## config.mk

```make
export PLATFORM = sky130hd
export DESIGN_NAME = ppm_pwr_mgmt
export DESIGN_NICKNAME = d
export VERILOG_FILES = /design/src/design/ppm_pkg.sv /design/src/design/ppm_pwr_mgmt.sv
export SDC_FILE = /design/constraint.sdc
export NUM_CORES = 1
export LEC_CHECK = 0
export ABC_AREA = 1
export BUFFER_PORTS_ARGS = -buffer_cell sky130_fd_sc_hd__buf_2
export CAP_MARGIN = 20
export CORE_MARGIN = 2
export CORE_UTILIZATION = 38
export DETAILED_ROUTE_END_ITERATION = 10
export PLACE_DENSITY = 0.83
export SLEW_MARGIN = 20
export SYNTH_ARGS = -nofsm -noshare
export SYNTH_HDL_FRONTEND = slang
export SYNTH_SLANG_ARGS = --single-unit
export TNS_END_PERCENT = 50
```

## constraint.sdc

```tcl
create_clock -name ref_clk -period 1.5 [get_ports ref_clk]
set_input_delay 0.15 -clock ref_clk [delete_from_list [all_inputs] [get_ports ref_clk]]
set_output_delay 0.15 -clock ref_clk [all_outputs]
set_load 0.1 [all_outputs]
```

## src/design/ppm_pkg.sv

```systemverilog
// constants and carrier types for the power management control/status block
package ppm_pkg;
  localparam logic [7:0] PPM_CSR_OFF = 8'h48;
  localparam logic [7:0] PPM_EXT_OFF = 8'h4a;
  localparam int PPM_STS_BIT = 15;
  localparam int PPM_ENB_BIT = 8;
  localparam int PPM_STATE_LSB = 0;
  localparam int PPM_STATE_MSB = 1;
  localparam int PPM_SCALE_MSB = 14;
  localparam int PPM_SELECT_LSB = 9;
  localparam int PPM_RSVD_MSB = 7;
  localparam int PPM_RSVD_LSB = 2;
  localparam logic [15:0] PPM_CSR_RESET = 16'h0000;
  localparam logic [15:0] PPM_EXT_VALUE = 16'h0000;
  localparam logic [1:0] PPM_STATE_D0 = 2'h0;
  localparam logic [1:0] PPM_STATE_D3 = 2'h3;

  typedef struct packed {
    logic [7:0] addr;
    logic wr;
    logic rd;
    logic [1:0] be;
    logic [15:0] wdata;
  } ppm_cfg_req_t;
endpackage

```

## src/design/ppm_pwr_mgmt.sv

```systemverilog
// power management control/status and extension registers of one function
//
// Behaviour
// register untouched by D3hot-to-D0 function reset
// status flag sets on every wake event
// writing 1 clears status and PME; 0 ignored
// data scale and select read zero
// PME driven only while enable bit set
// enable resets to zero; otherwise sticky
// bits seven to two read zero
// two-bit power state field, read/write
// status, enable, state cleared by global reset only
// extension register read-only, always zero
// writes to read-only bits ignored
`timescale 1ns/1ns
module ppm_pwr_mgmt
  import ppm_pkg::*;
(
  input wire logic ref_clk,
  input wire logic rst_n,
  input wire ppm_cfg_req_t cfg_req,
  input wire logic wake_event,
  output logic [15:0] cfg_rdata_q,
  output logic cfg_rvalid_q,
  output logic pme_out,
  output logic pme_oe_q,
  output logic [1:0] power_state_q,
  output logic d3hot_exit_rst_q
);

  // byte address bit 0 is ignored so either byte of a register hits it
  function automatic logic ppm_hit(input logic [7:0] a, input logic [7:0] off);
    ppm_hit = (a[7:1] == off[7:1]);
  endfunction

  logic sts_q;
  logic enb_q;
  logic csr_wr;
  logic ext_rd;
  logic csr_rd;
  logic sts_clr;
  logic [15:0] csr_view;
  logic sts_d;
  logic enb_d;

  assign csr_wr = cfg_req.wr && ppm_hit(cfg_req.addr, PPM_CSR_OFF);
  assign csr_rd = cfg_req.rd && ppm_hit(cfg_req.addr, PPM_CSR_OFF);
  assign ext_rd = cfg_req.rd && ppm_hit(cfg_req.addr, PPM_EXT_OFF);
  assign sts_clr = csr_wr && cfg_req.be[1] && cfg_req.wdata[PPM_STS_BIT];

  // data fields and reserved bits are constant zero in the read view
  always_comb begin
    csr_view = PPM_CSR_RESET;
    csr_view[PPM_STS_BIT] = sts_q;
    csr_view[PPM_ENB_BIT] = enb_q;
    csr_view[PPM_STATE_MSB:PPM_STATE_LSB] = power_state_q;
  end

  // only the global reset reaches these; the function reset pulse below
  // is an output and never loops back here
  always_ff @(posedge ref_clk or negedge rst_n) begin
    if (!rst_n) begin
      sts_q <= 1'b0;
    end else if (wake_event) begin
      sts_q <= 1'b1;
    end else if (sts_clr) begin
      sts_q <= 1'b0;
    end
  end

  always_ff @(posedge ref_clk or negedge rst_n) begin
    if (!rst_n) begin
      enb_q <= 1'b0;
    end else if (csr_wr && cfg_req.be[1]) begin
      enb_q <= cfg_req.wdata[PPM_ENB_BIT];
    end
  end

  always_ff @(posedge ref_clk or negedge rst_n) begin
    if (!rst_n) begin
      power_state_q <= PPM_STATE_D0;
    end else if (csr_wr && cfg_req.be[0]) begin
      power_state_q <= cfg_req.wdata[PPM_STATE_MSB:PPM_STATE_LSB];
    end
  end

  // the function reset is for the rest of the function; it leaves this register alone
  always_ff @(posedge ref_clk or negedge rst_n) begin
    if (!rst_n) begin
      d3hot_exit_rst_q <= 1'b0;
    end else begin
      d3hot_exit_rst_q <= csr_wr && cfg_req.be[0] && (power_state_q == PPM_STATE_D3)
                          && (cfg_req.wdata[PPM_STATE_MSB:PPM_STATE_LSB] == PPM_STATE_D0);
    end
  end

  // next values of the flag and the enable, so the drive below moves in the
  // same edge as they do
  always_comb begin
    sts_d = sts_q;
    if (wake_event) begin
      sts_d = 1'b1;
    end else if (sts_clr) begin
      sts_d = 1'b0;
    end
  end

  always_comb begin
    enb_d = enb_q;
    if (csr_wr && cfg_req.be[1]) begin
      enb_d = cfg_req.wdata[PPM_ENB_BIT];
    end
  end

  // drive is the and of the next flag and enable: a cleared enable or a
  // write-1 clear never leaves the line pulled for an extra cycle
  always_ff @(posedge ref_clk or negedge rst_n) begin
    if (!rst_n) begin
      pme_oe_q <= 1'b0;
    end else begin
      pme_oe_q <= enb_d && sts_d;
    end
  end

  // open-drain: the level driven is always low, only the enable moves
  always_ff @(posedge ref_clk or negedge rst_n) begin
    if (!rst_n) begin
      pme_out <= 1'b0;
    end else begin
      pme_out <= 1'b0;
    end
  end

  always_ff @(posedge ref_clk or negedge rst_n) begin
    if (!rst_n) begin
      cfg_rdata_q <= 16'h0000;
      cfg_rvalid_q <= 1'b0;
    end else begin
      cfg_rvalid_q <= cfg_req.rd;
      if (csr_rd) begin
        cfg_rdata_q <= csr_view;
      end else if (ext_rd) begin
        cfg_rdata_q <= PPM_EXT_VALUE;
      end else begin
        cfg_rdata_q <= 16'h0000;
      end
    end
  end
endmodule

```

==> results of run 1 <==
[stage by stage]
stage          area, um2  total power [mW]  std cells  worst slack (ps)  utilization
3_5_place_dp         679             0.553        102               505        0.462
2_1_floorplan        627             0.539         73               146            -
3_3_place_gp         679             0.550        102               534        0.462
5_1_grt              717             0.771        107               221        0.487
4_1_cts              717             0.749        107               251        0.487
6_report             717             0.746        107               250        0.487
[synth_stat cells, drive strengths merged]
cell type,instances
dfrtp,11
a21oi,2
o21ai,1
nand3,4
buf,13
nand2,7
nand4,2
conb,1
nor3,1
inv,11
nor2,8
[area by class of cell]
type	count	area (um2)	share of cell area
clock inverters	1	5.00	0.00698
multi-input cells	38	213	0.297
well taps	16	20.0	0.0279
clock buffers	3	22.5	0.0314
inverters	11	41.3	0.0576
flip-flops and latches	11	275	0.384
repair buffers	27	140	0.195
[logic make-up after synthesis]
group                  synth area share
buffers and inverters             0.239
and+or+nand+nor                   0.249
DFF                               0.473
AOI/OAI and AO/OA                0.0322
other                           0.00645
[per-layer routing]
metal,vias up,share of wire,track usage,routed length [um]
li1,218,-,-,-
met1,193,0.34,0.116,319
met2,31,0.52,0.209,488
met3,3,0.13,0.0170,121
met4,0,0.015,0.0545,14
met5,-,0,0,0
[repair_timing]
action,in CTS,in global routing
hold buffers,1,0
endpoints found under the setup margin,0,0
endpoints found under the hold margin,11,0
[where the power goes]
group	switching (mW)	internal, mW	leakage, nW
Combinational	0.214	0.0284	0.290
Sequential	0.00321	0.303	0.131
Clock	0.0983	0.0986	0.0177
[registers in the layout (all words and copies together), names as in the netlist]
name,cells
cfg_rdata_q,4
cfg_rvalid_q,1
d3hot_exit_rst_q,1
enb_q,1
pme_oe_q,1
power_state_q,2
sts_q,1
[final timing paths]
path                                    end  slack, ps  cells past startpoint              from
max in group asynchronous  power_state_q[1]       1030                      2             rst_n
max                        power_state_q[1]        250                      1  power_state_q[1]
max reg2reg                d3hot_exit_rst_q        790                      2  power_state_q[1]
min                            cfg_rvalid_q          1                      1       cfg_req[18]
min in group asynchronous    cfg_rdata_q[8]        280                      2             rst_n
min reg2reg                  cfg_rdata_q[8]        500                      2             enb_q
==> metrics.md, run 1 <==
| Metric | Value |
|---|---|
| Status | `finished, final reports clean` |
| RSZ-0062 raised after global routing | `false` |
| WS Path Type | `flip-flop to output port` |
| Mapped Area | `slightly below 600 um2` |
| Post_cts resized | `0` |
| Initial core utilization | `0.395` |
| Sequential area share after synthesis | `0.473` |
| IR drop worst, VDD | `about 0.00037 V` |
| Family with the most delay on the worst path | `buffers and inverters` |
| Via count | `about 450` |
| Clock skew | `between 5 and 6 ps` |
| Worst path bufs/invs | `1` |
| MaxCap Viol Count | `0` |
| Slew Viols, Final | `0` |
| Final hold slack | `roughly 1.2 ps` |
| Fillers | `approximately 130` |
| Post-DP HPWL | `~810 um` |
| Wirelength, routed | `approximately 940 um` |
| Final setup viols | `0` |
| Maximum buffer depth of the clock tree | `2` |
| Post-route clock period utilization | `0.833` |
| Yosys top cell area share | `0.473` |
| Number of vias per cell | `~4.2` |
| DR pass1 iterations | `4` |
| Die Area | `approximately 0.0019 mm2` |
| # Post-CTS Setup Buffers | `0` |
| Post-route ant nets | `0` |
| Synthesis Warnings | `0` |
| Residual DRC | `0` |
| Critical Path Max Stage Delay | `440 ps` |
| LEAKAGE | `~0.44 nW` |
| Syn_area_per_cell | `9.54 um2` |
| Arrival time worst endpoint | `1100 ps` |
| Most frequent cells in the layout | `26 x buf_2, 13 x conb_1, 11 x inv_1, 11 x dfrtp_1, 6 x nand2_1` |
| Seq cells post-synth | `11` |
| Area added between synthesis and finish | `23.2%` |
| Grt total ovfl | `0` |
| Initial antenna violation count | `0` |
| CP Max Fanout | `4` |
| H-tree depth | `1` |
| CP required | `around 1400 ps` |
| Slowest CP cell | `buf_2` |
| Vias in the first global route | `between 400 and 500` |
| Wire per inst | `a little under 9 um` |
| Final #Nets | `between 100 and 150` |
| # diodes | `0` |
| First-pass GRT wire length | `about 1.6 mm` |
| Worst setup EP type | `output port` |
| Total global-route track usage | `0.111` |
| Startpoint types | `flip-flop` |
| Yosys top cell by area | `dfrtp_1` |
| Final min period | `about 1300 ps` |
| CTS tree | `built` |
| Distinct cells, synth | `17` |
| Hold Crit Class | `input pin to flip-flop` |
| Die Y | `43.1 um` |
| Synth top area cells | `dfrtp_1 47%, buf_4 17%, inv_1 7.1%, nand2_1 3.9%, nand3_2 3.4%` |
| Largest net degree at the start of global routing | `12` |
| Commonest non-fill, non-tap cell in the layout | `buf_2` |
| CTS Buf Count | `3` |
| # IOs | `between 50 and 60` |
| Clk_lat worst skew | `270 ps` |
| Port bufs | `26` |
| Die X | `approximately 43 um` |
| Std cell rows | `14` |
| Setup_tns | `0 ps` |
| Fraction of layout cells with a size suffix above 1 | `0.429` |
| Reg clk slew, reported paths | `about 70 ps` |
| GP Congestion | `around 0.7` |
| Fmax | `roughly 0.80 GHz` |
| Core area | `around 0.0015 mm2` |
| Critical Path, Cell by Cell | `buf_2` |
| Drt initial violations | `9` |
| PwrDens | `1040 mW/mm2` |
| Hold Fails Final Rpt | `0` |
| CTS root buffer | `clkbuf_4` |
| Clock Sinks | `11` |
| Post-synthesis instance total | `61` |
Note: power is estimated with default switching activity, not from simulation.
==> run 2: changes to the inputs <==
ABC_AREA = 0   (was 1)
CORE_UTILIZATION = 32   (was 38)
PLACE_DENSITY = 0.75   (was 0.83)
clock period = 1 ns   (was 1.5 ns; I/O delays follow)
==> metrics.md, run 2 <==
| Metric | Value |
|---|---|
| Status | `finished with violations` |
| Port bufs | `26 (unchanged)` |
| Overall power | `1.18 mW (+58%)` |
| Syn_area_per_cell | `12.1 um2 (+27%)` |
| Post-route ant nets | `0 (unchanged)` |
| Crit path depth | `1 (unchanged)` |
| GP Congestion | `0.656 (-6.1%)` |
| CTS root buffer | `clkbuf_4` |
| Total global-route track usage | `0.105 (-0.00634)` |
| First-pass GRT wire length | `1.52 mm (-3.5%)` |
| LEAKAGE | `0.441 nW (+0.37%)` |
| Placed cell areas | `832 um2 (+22%)` |
| EDFF count, synth | `0 (unchanged)` |
| Violated checks | `setup timing` |
| Startpoint types | `flip-flop` |
| Final hold slack | `25.5 ps (+24.3 ps)` |
| Vias in the first global route | `372 (-11%)` |
| Post-route clock period utilization | `1.02` |
| Clk_lat worst skew | `260 ps (about the same)` |
| CP Max Fanout | `2 (-2)` |
| Slowest CP cell | `dfrtp_4` |
| Synthesis Warnings | `0 (unchanged)` |
| Hold Path Stages | `2 (+1)` |
| Yosys top cell by area | `dfrtp_1` |
| Critical Path Max Stage Delay | `490 ps (+50 ps)` |
| Arrival time worst endpoint | `920 ps (-180 ps)` |
| Yosys top cell area share | `0.474 (+0.00102)` |
| Worst setup margin | `-23.7 ps (-274 ps)` |
| CTS tree | `built` |
| Largest regs | `cfg_rdata_q x4, power_state_q x2` |
| Post-DP HPWL | `877 um (+8.9%)` |
| Cell with the most instances after synthesis | `buf_4` |
| DP Worst Slack | `-149 ps (-653 ps)` |
| Final setup viols | `2 (+2)` |
| Mapped Area | `581 um2 (-0.22%)` |
| Wire per inst | `9.75 um (+11%)` |
| Most frequent cells in the layout | `17 x buf_2, 13 x conb_1, 9 x dfrtp_1, 9 x buf_12, 4 x and2_1` |
| Reg with most FFs | `cfg_rdata_q` |
| CP required | `900 ps (-450 ps)` |
| Die Area | `0.00217 mm2 (+17%)` |
| Final #Nets | `113 (-8.1%)` |
| DR pass1 iterations | `1 (-3)` |
| Final min period | `1020 ps` |
| Reg clk slew, reported paths | `70 ps (about the same)` |
| Die X | `46.6 um (+8.0%)` |
| WS Path Type | `flip-flop to output port` |
| Initial antenna violation count | `0 (unchanged)` |
| Max FFs per register | `4 (unchanged)` |
| Std cell rows | `15 (+1)` |
| Area added between synthesis and finish | `55.0%` |
| Distinct cells, synth | `20 (+3)` |
| Largest net degree at the start of global routing | `12 (unchanged)` |
| Setup_tns | `-46.5 ps (-46.5 ps)` |
| Sequential area share after synthesis | `0.474 (+0.00102)` |
| # diodes | `0 (unchanged)` |
| IR drop worst, VDD | `0.000609 V (+63%)` |
| Worst r2r src | `power_state_q[1]` |
| Reg-to-reg endpoint | `power_state_q[1]` |
| Residual DRC | `0 (unchanged)` |
| Initial core utilization | `0.340 (-0.0555)` |
| Fmax | `a little under 1 GHz` |
| Family with the most delay on the worst path | `flip-flops` |
| Post-synth top cells | `13 x buf_4, 11 x dfrtp_1, 4 x and2_1` |
| H-tree depth | `1 (unchanged)` |
| Via count | `420 (-5.6%)` |
| Die Y | `46.6 um (+8.0%)` |
| R2R Setup Slk | `10 ps (-780 ps)` |
| Hold wc startpoint | `cfg_req[1]` |
| Reg2Reg Depth | `2 (unchanged)` |
| Grt total ovfl | `0 (unchanged)` |
| RSZ-0062 raised after global routing | `true` |
| Critical Path, Cell by Cell | `buf_12` |
| Hold Crit Class | `input pin to flip-flop` |
| Clock Sinks | `11 (unchanged)` |
| Worst path bufs/invs | `1 (unchanged)` |
| Clock skew | `0.183 ps (-4.96 ps)` |
| Hold EP | `d3hot_exit_rst_q` |
| Slew Viols, Final | `0 (unchanged)` |
| Maximum buffer depth of the clock tree | `2 (unchanged)` |
| Fraction of layout cells with a size suffix above 1 | `0.481 (+0.0529)` |
| Commonest non-fill, non-tap cell in the layout | `buf_2` |
| Number of vias per cell | `3.96 (-4.7%)` |
| # IOs | `53 (unchanged)` |
| CTS Buf Count | `3 (unchanged)` |
| Hold Fails Final Rpt | `0 (unchanged)` |
| Wirelength, routed | `1.03 mm (+9.5%)` |
| Drt initial violations | `0 (-9)` |
| PwrDens | `1310 mW/mm2 (+26%)` |
| Synth Flop Type | `dfrtp_1` |
| Synth top area cells | `dfrtp_1 47%, buf_4 17%, mux2_4 5.2%, and2_1 4.3%, nor4b_4 4.1%` |
| Worst setup EP type | `output port` |
| Post-route cell area | `900 um2 (+25%)` |
| Core area | `0.00171 mm2 (+16%)` |
| Post-synthesis instance total | `48 (-21%)` |
| MaxCap Viol Count | `0 (unchanged)` |
| Seq cells post-synth | `11 (unchanged)` |
| Asr flop ratio synth | `1.00 (unchanged)` |
run 2: changes by cell type after synthesis, sizes merged, moves of 2 or more:
| cell | previous run | this run |
|---|---|---|
| or2 | 0 | 2 |
| a21oi | 2 | 0 |
| and2 | 0 | 4 |
| nand2 | 7 | 1 |
| nand3 | 4 | 1 |
| inv | 11 | 2 |
| mux2 | 0 | 2 |
| nor2 | 8 | 1 |
run 2: worst max path at each step:
stage | start | end | slack [ps]
finish | power_state_q[0] | power_state_q[0] | -20
global route | power_state_q[0] | power_state_q[0] | -50
CTS | power_state_q[0] | power_state_q[0] | -40
detailed placement | cfg_req[22] | d3hot_exit_rst_q | -150
global placement | cfg_req[24] | power_state_q[1] | -110
floorplan | power_state_q[1] | power_state_q[1] | -20
run 2: layer usage:
metal  up-vias  track usage  routed length, um
met1       188        0.115                385
met2        26        0.172                545
li1        206            -                  -
met5         -            0                  0
met4         0       0.0686                  0
met3         0       0.0314                104
run 2: stage by stage:
stage,instances,util
2_1_floorplan,60,-
3_3_place_gp,98,0.487
3_5_place_dp,98,0.487
4_1_cts,106,0.523
5_1_grt,106,0.527
6_report,106,0.527
run 2: power by group:
group	switching (mW)	internal (mW)	total (mW)
Clock	0.134	0.154	0.288
Combinational	0.331	0.0901	0.421
Sequential	0.0104	0.460	0.471
run 2: repair_timing:
action	4_1_cts	5_1_grt
setup buffers	2	0
endpoints found under the hold margin	12	0
setup endpoints to repair	2	5
hold buffers	2	0
resized for setup	0	1
run 2: layout make-up:
type / count / area, um2
fillers: 160 / 808
repair buffers: 30 / 300
flip-flops and latches: 11 / 283
multi-input cells: 34 / 251
well taps: 25 / 31.3
clock buffers: 4 / 26.3
inverters: 2 / 7.51
run 2: cell families after synthesis:
| kind of cell | synth area share |
|---|---|
| simple gates | 0.246 |
| mux | 0.0517 |
| flops | 0.474 |
| compound gates | 0.0410 |
| buf+inv | 0.181 |
| other cells | 0.00646 |
==> run 3: changes to the inputs <==
CORE_UTILIZATION = 38   (was 32)
PLACE_DENSITY = 0.83   (was 0.75)
clock period = 1.2 ns   (was 1 ns; I/O delays follow)
==> metrics.md, run 3 (synthesis results as in run 2) <==
| Metric | Value |
|---|---|
| CTS root buffer | `clkbuf_4` |
| Core Util, Final | `0.514 (-0.0123)` |
| Largest net degree at the start of global routing | `12 (unchanged)` |
| Post-DP HPWL | `764 um (-13%)` |
| Status | `finished, final reports clean` |
| CTS tree | `built` |
| Die X | `43.1 um (-7.5%)` |
| Commonest non-fill, non-tap cell in the layout | `buf_2` |
| Worst r2r src | `sts_q` |
| Maximum buffer depth of the clock tree | `2 (unchanged)` |
| Slowest CP cell | `buf_2` |
| Worst setup path start | `cfg_rvalid_q` |
| Fmax | `0.891 GHz` |
| Die Area | `0.00186 mm2 (-14%)` |
| Total global-route track usage | `0.108 (+0.00351)` |
| Crit path depth | `1 (unchanged)` |
| Most frequent cells in the layout | `24 x buf_2, 13 x conb_1, 9 x dfrtp_1` |
| Largest regs | `cfg_rdata_q x4, power_state_q x2` |
| Family with the most delay on the worst path | `buffers and inverters` |
| CP Max Fanout | `1 (-1)` |
| Slew Viols, Final | `0 (unchanged)` |
| Residual DRC | `0 (unchanged)` |
| Die Y | `43.1 um (-7.5%)` |
| Std cell rows | `14 (-1)` |
| Initial core utilization | `0.395 (+0.0546)` |
| # Post-CTS Setup Buffers | `0 (-2)` |
| CP required | `1080 ps (+180 ps)` |
| Post_cts resized | `0 (unchanged)` |
| Hold Crit Class | `input pin to flip-flop` |
| Clock Sinks | `11 (unchanged)` |
| Fillers | `151 (-5.6%)` |
| PwrDens | `1260 mW/mm2 (-3.6%)` |
| Vias in the first global route | `361 (-3.0%)` |
| Critical path capture point | `cfg_rvalid_q` |
| Reg2Reg Depth | `3 (+1)` |
| H-tree depth | `1 (unchanged)` |
| IR drop worst, VDD | `0.000528 V (-13%)` |
| Setup_tns | `0 ps (+46.5 ps)` |
| Placed cells | `89 (-9.2%)` |
| Worst path bufs/invs | `1 (unchanged)` |
| Hold Fails Final Rpt | `0 (unchanged)` |
| Final setup viols | `0 (-2)` |
| Reg-to-reg endpoint | `sts_q` |
| CTS Buf Count | `3 (unchanged)` |
| Reg with most FFs | `cfg_rdata_q` |
| Max FFs per register | `4 (unchanged)` |
| # diodes | `0 (unchanged)` |
| Post-route ant nets | `0 (unchanged)` |
| Worst setup EP type | `output port` |
| Initial antenna violation count | `0 (unchanged)` |
| Reg clk slew, reported paths | `60 ps (about the same)` |
| R2R Setup Slk | `380 ps (+370 ps)` |
| Critical Path Max Stage Delay | `420 ps (-70 ps)` |
| Number of vias per cell | `4.27 (+7.9%)` |
| GP Congestion | `0.677 (+3.1%)` |
| Drt initial violations | `8 (+8)` |
| Area added between synthesis and finish | `30.4%` |
| First-pass GRT wire length | `1.44 mm (-5.4%)` |
| Final cell count without fillers | `95 (-10%)` |
| LEAKAGE | `0.404 nW (-8.2%)` |
| Grt total ovfl | `0 (unchanged)` |
| Core area | `0.00147 mm2 (-14%)` |
| Via count | `406 (-3.3%)` |
| MaxCap Viol Count | `0 (unchanged)` |
| Wire per inst | `9.18 um (-5.9%)` |
| Port bufs | `26 (unchanged)` |
| Final min period | `1120 ps` |
| Startpoint types | `flip-flop` |
| WS Path Type | `flip-flop to output port` |
| Post-route clock period utilization | `0.935` |
| Wirelength, routed | `872 um (-16%)` |
| Final #Nets | `111 (-1.8%)` |
| Arrival time worst endpoint | `1000 ps (+80 ps)` |
| # IOs | `53 (unchanged)` |
| DR pass1 iterations | `4 (+3)` |
| Clk_lat worst skew | `260 ps (about the same)` |
| Fraction of layout cells with a size suffix above 1 | `0.456 (-0.0258)` |
| Critical Path, Cell by Cell | `buf_2` |
| Clock skew | `2.41 ps (+2.23 ps)` |
| RSZ-0062 raised after global routing | `false` |
[run 3: cell types whose count changed in the layout (fill, tap and decap cells not counted), sizes merged]
cell	delta
buf	-2
[run 3: worst min path at each step]
stage / from / end / depth (start not counted) / slack [ps]
floorplan: rst_n / cfg_rdata_q[0] / 0 / -180
global placement: rst_n / cfg_rdata_q[8] / 1 / -10
detailed placement: rst_n / cfg_rdata_q[1] / 1 / -6
CTS: cfg_req[1] / d3hot_exit_rst_q / 2 / 20
global route: cfg_req[1] / d3hot_exit_rst_q / 2 / 40
finish: cfg_req[1] / d3hot_exit_rst_q / 2 / 30
[run 3: repair_timing]
item | in CTS | in global routing
endpoints found under the hold margin | 12 | 0
endpoints found under the setup margin | 0 | 0
hold buffers | 2 | 0
[run 3: cell type report]
cell class | instances | area [um2] | area share
inverters | 2 | 7.51 | 0.00992
well taps | 16 | 20.0 | 0.0264
flip-flops and latches | 11 | 278 | 0.367
clock buffers | 4 | 26.3 | 0.0347
repair buffers | 28 | 180 | 0.238
multi-input cells | 34 | 245 | 0.324
[run 3: where the power goes]
part           switching, mW  internal (mW)
combinational          0.271         0.0560
clock                  0.112          0.128
sequential           0.00728          0.382
total                  0.390          0.566
[run 3: per-stage QoR]
| step | total power [mW] | instance area, um2 | hold WS [ps] | worst slack [ps] |
|---|---|---|---|---|
| 3_5_place_dp | 0.719 | 711 | -6.25 | 62.3 |
| 2_1_floorplan | 0.687 | 628 | -176 | 157 |
| 4_1_cts | 0.969 | 757 | 21.1 | 67.5 |
| 3_3_place_gp | 0.717 | 711 | -13.5 | 70.5 |
| 6_report | 0.957 | 757 | 30.2 | 77.4 |
| 5_1_grt | 0.991 | 757 | 37.0 | 45.8 |
[run 3: per-layer routing]
metal / GRT usage / up-vias / wire length [um]
met5: 0 / - / 0
met4: 0.0909 / 0 / 0
met3: 0.0340 / 0 / 109
met2: 0.170 / 23 / 429
met1: 0.116 / 181 / 333
li1: - / 202 / -
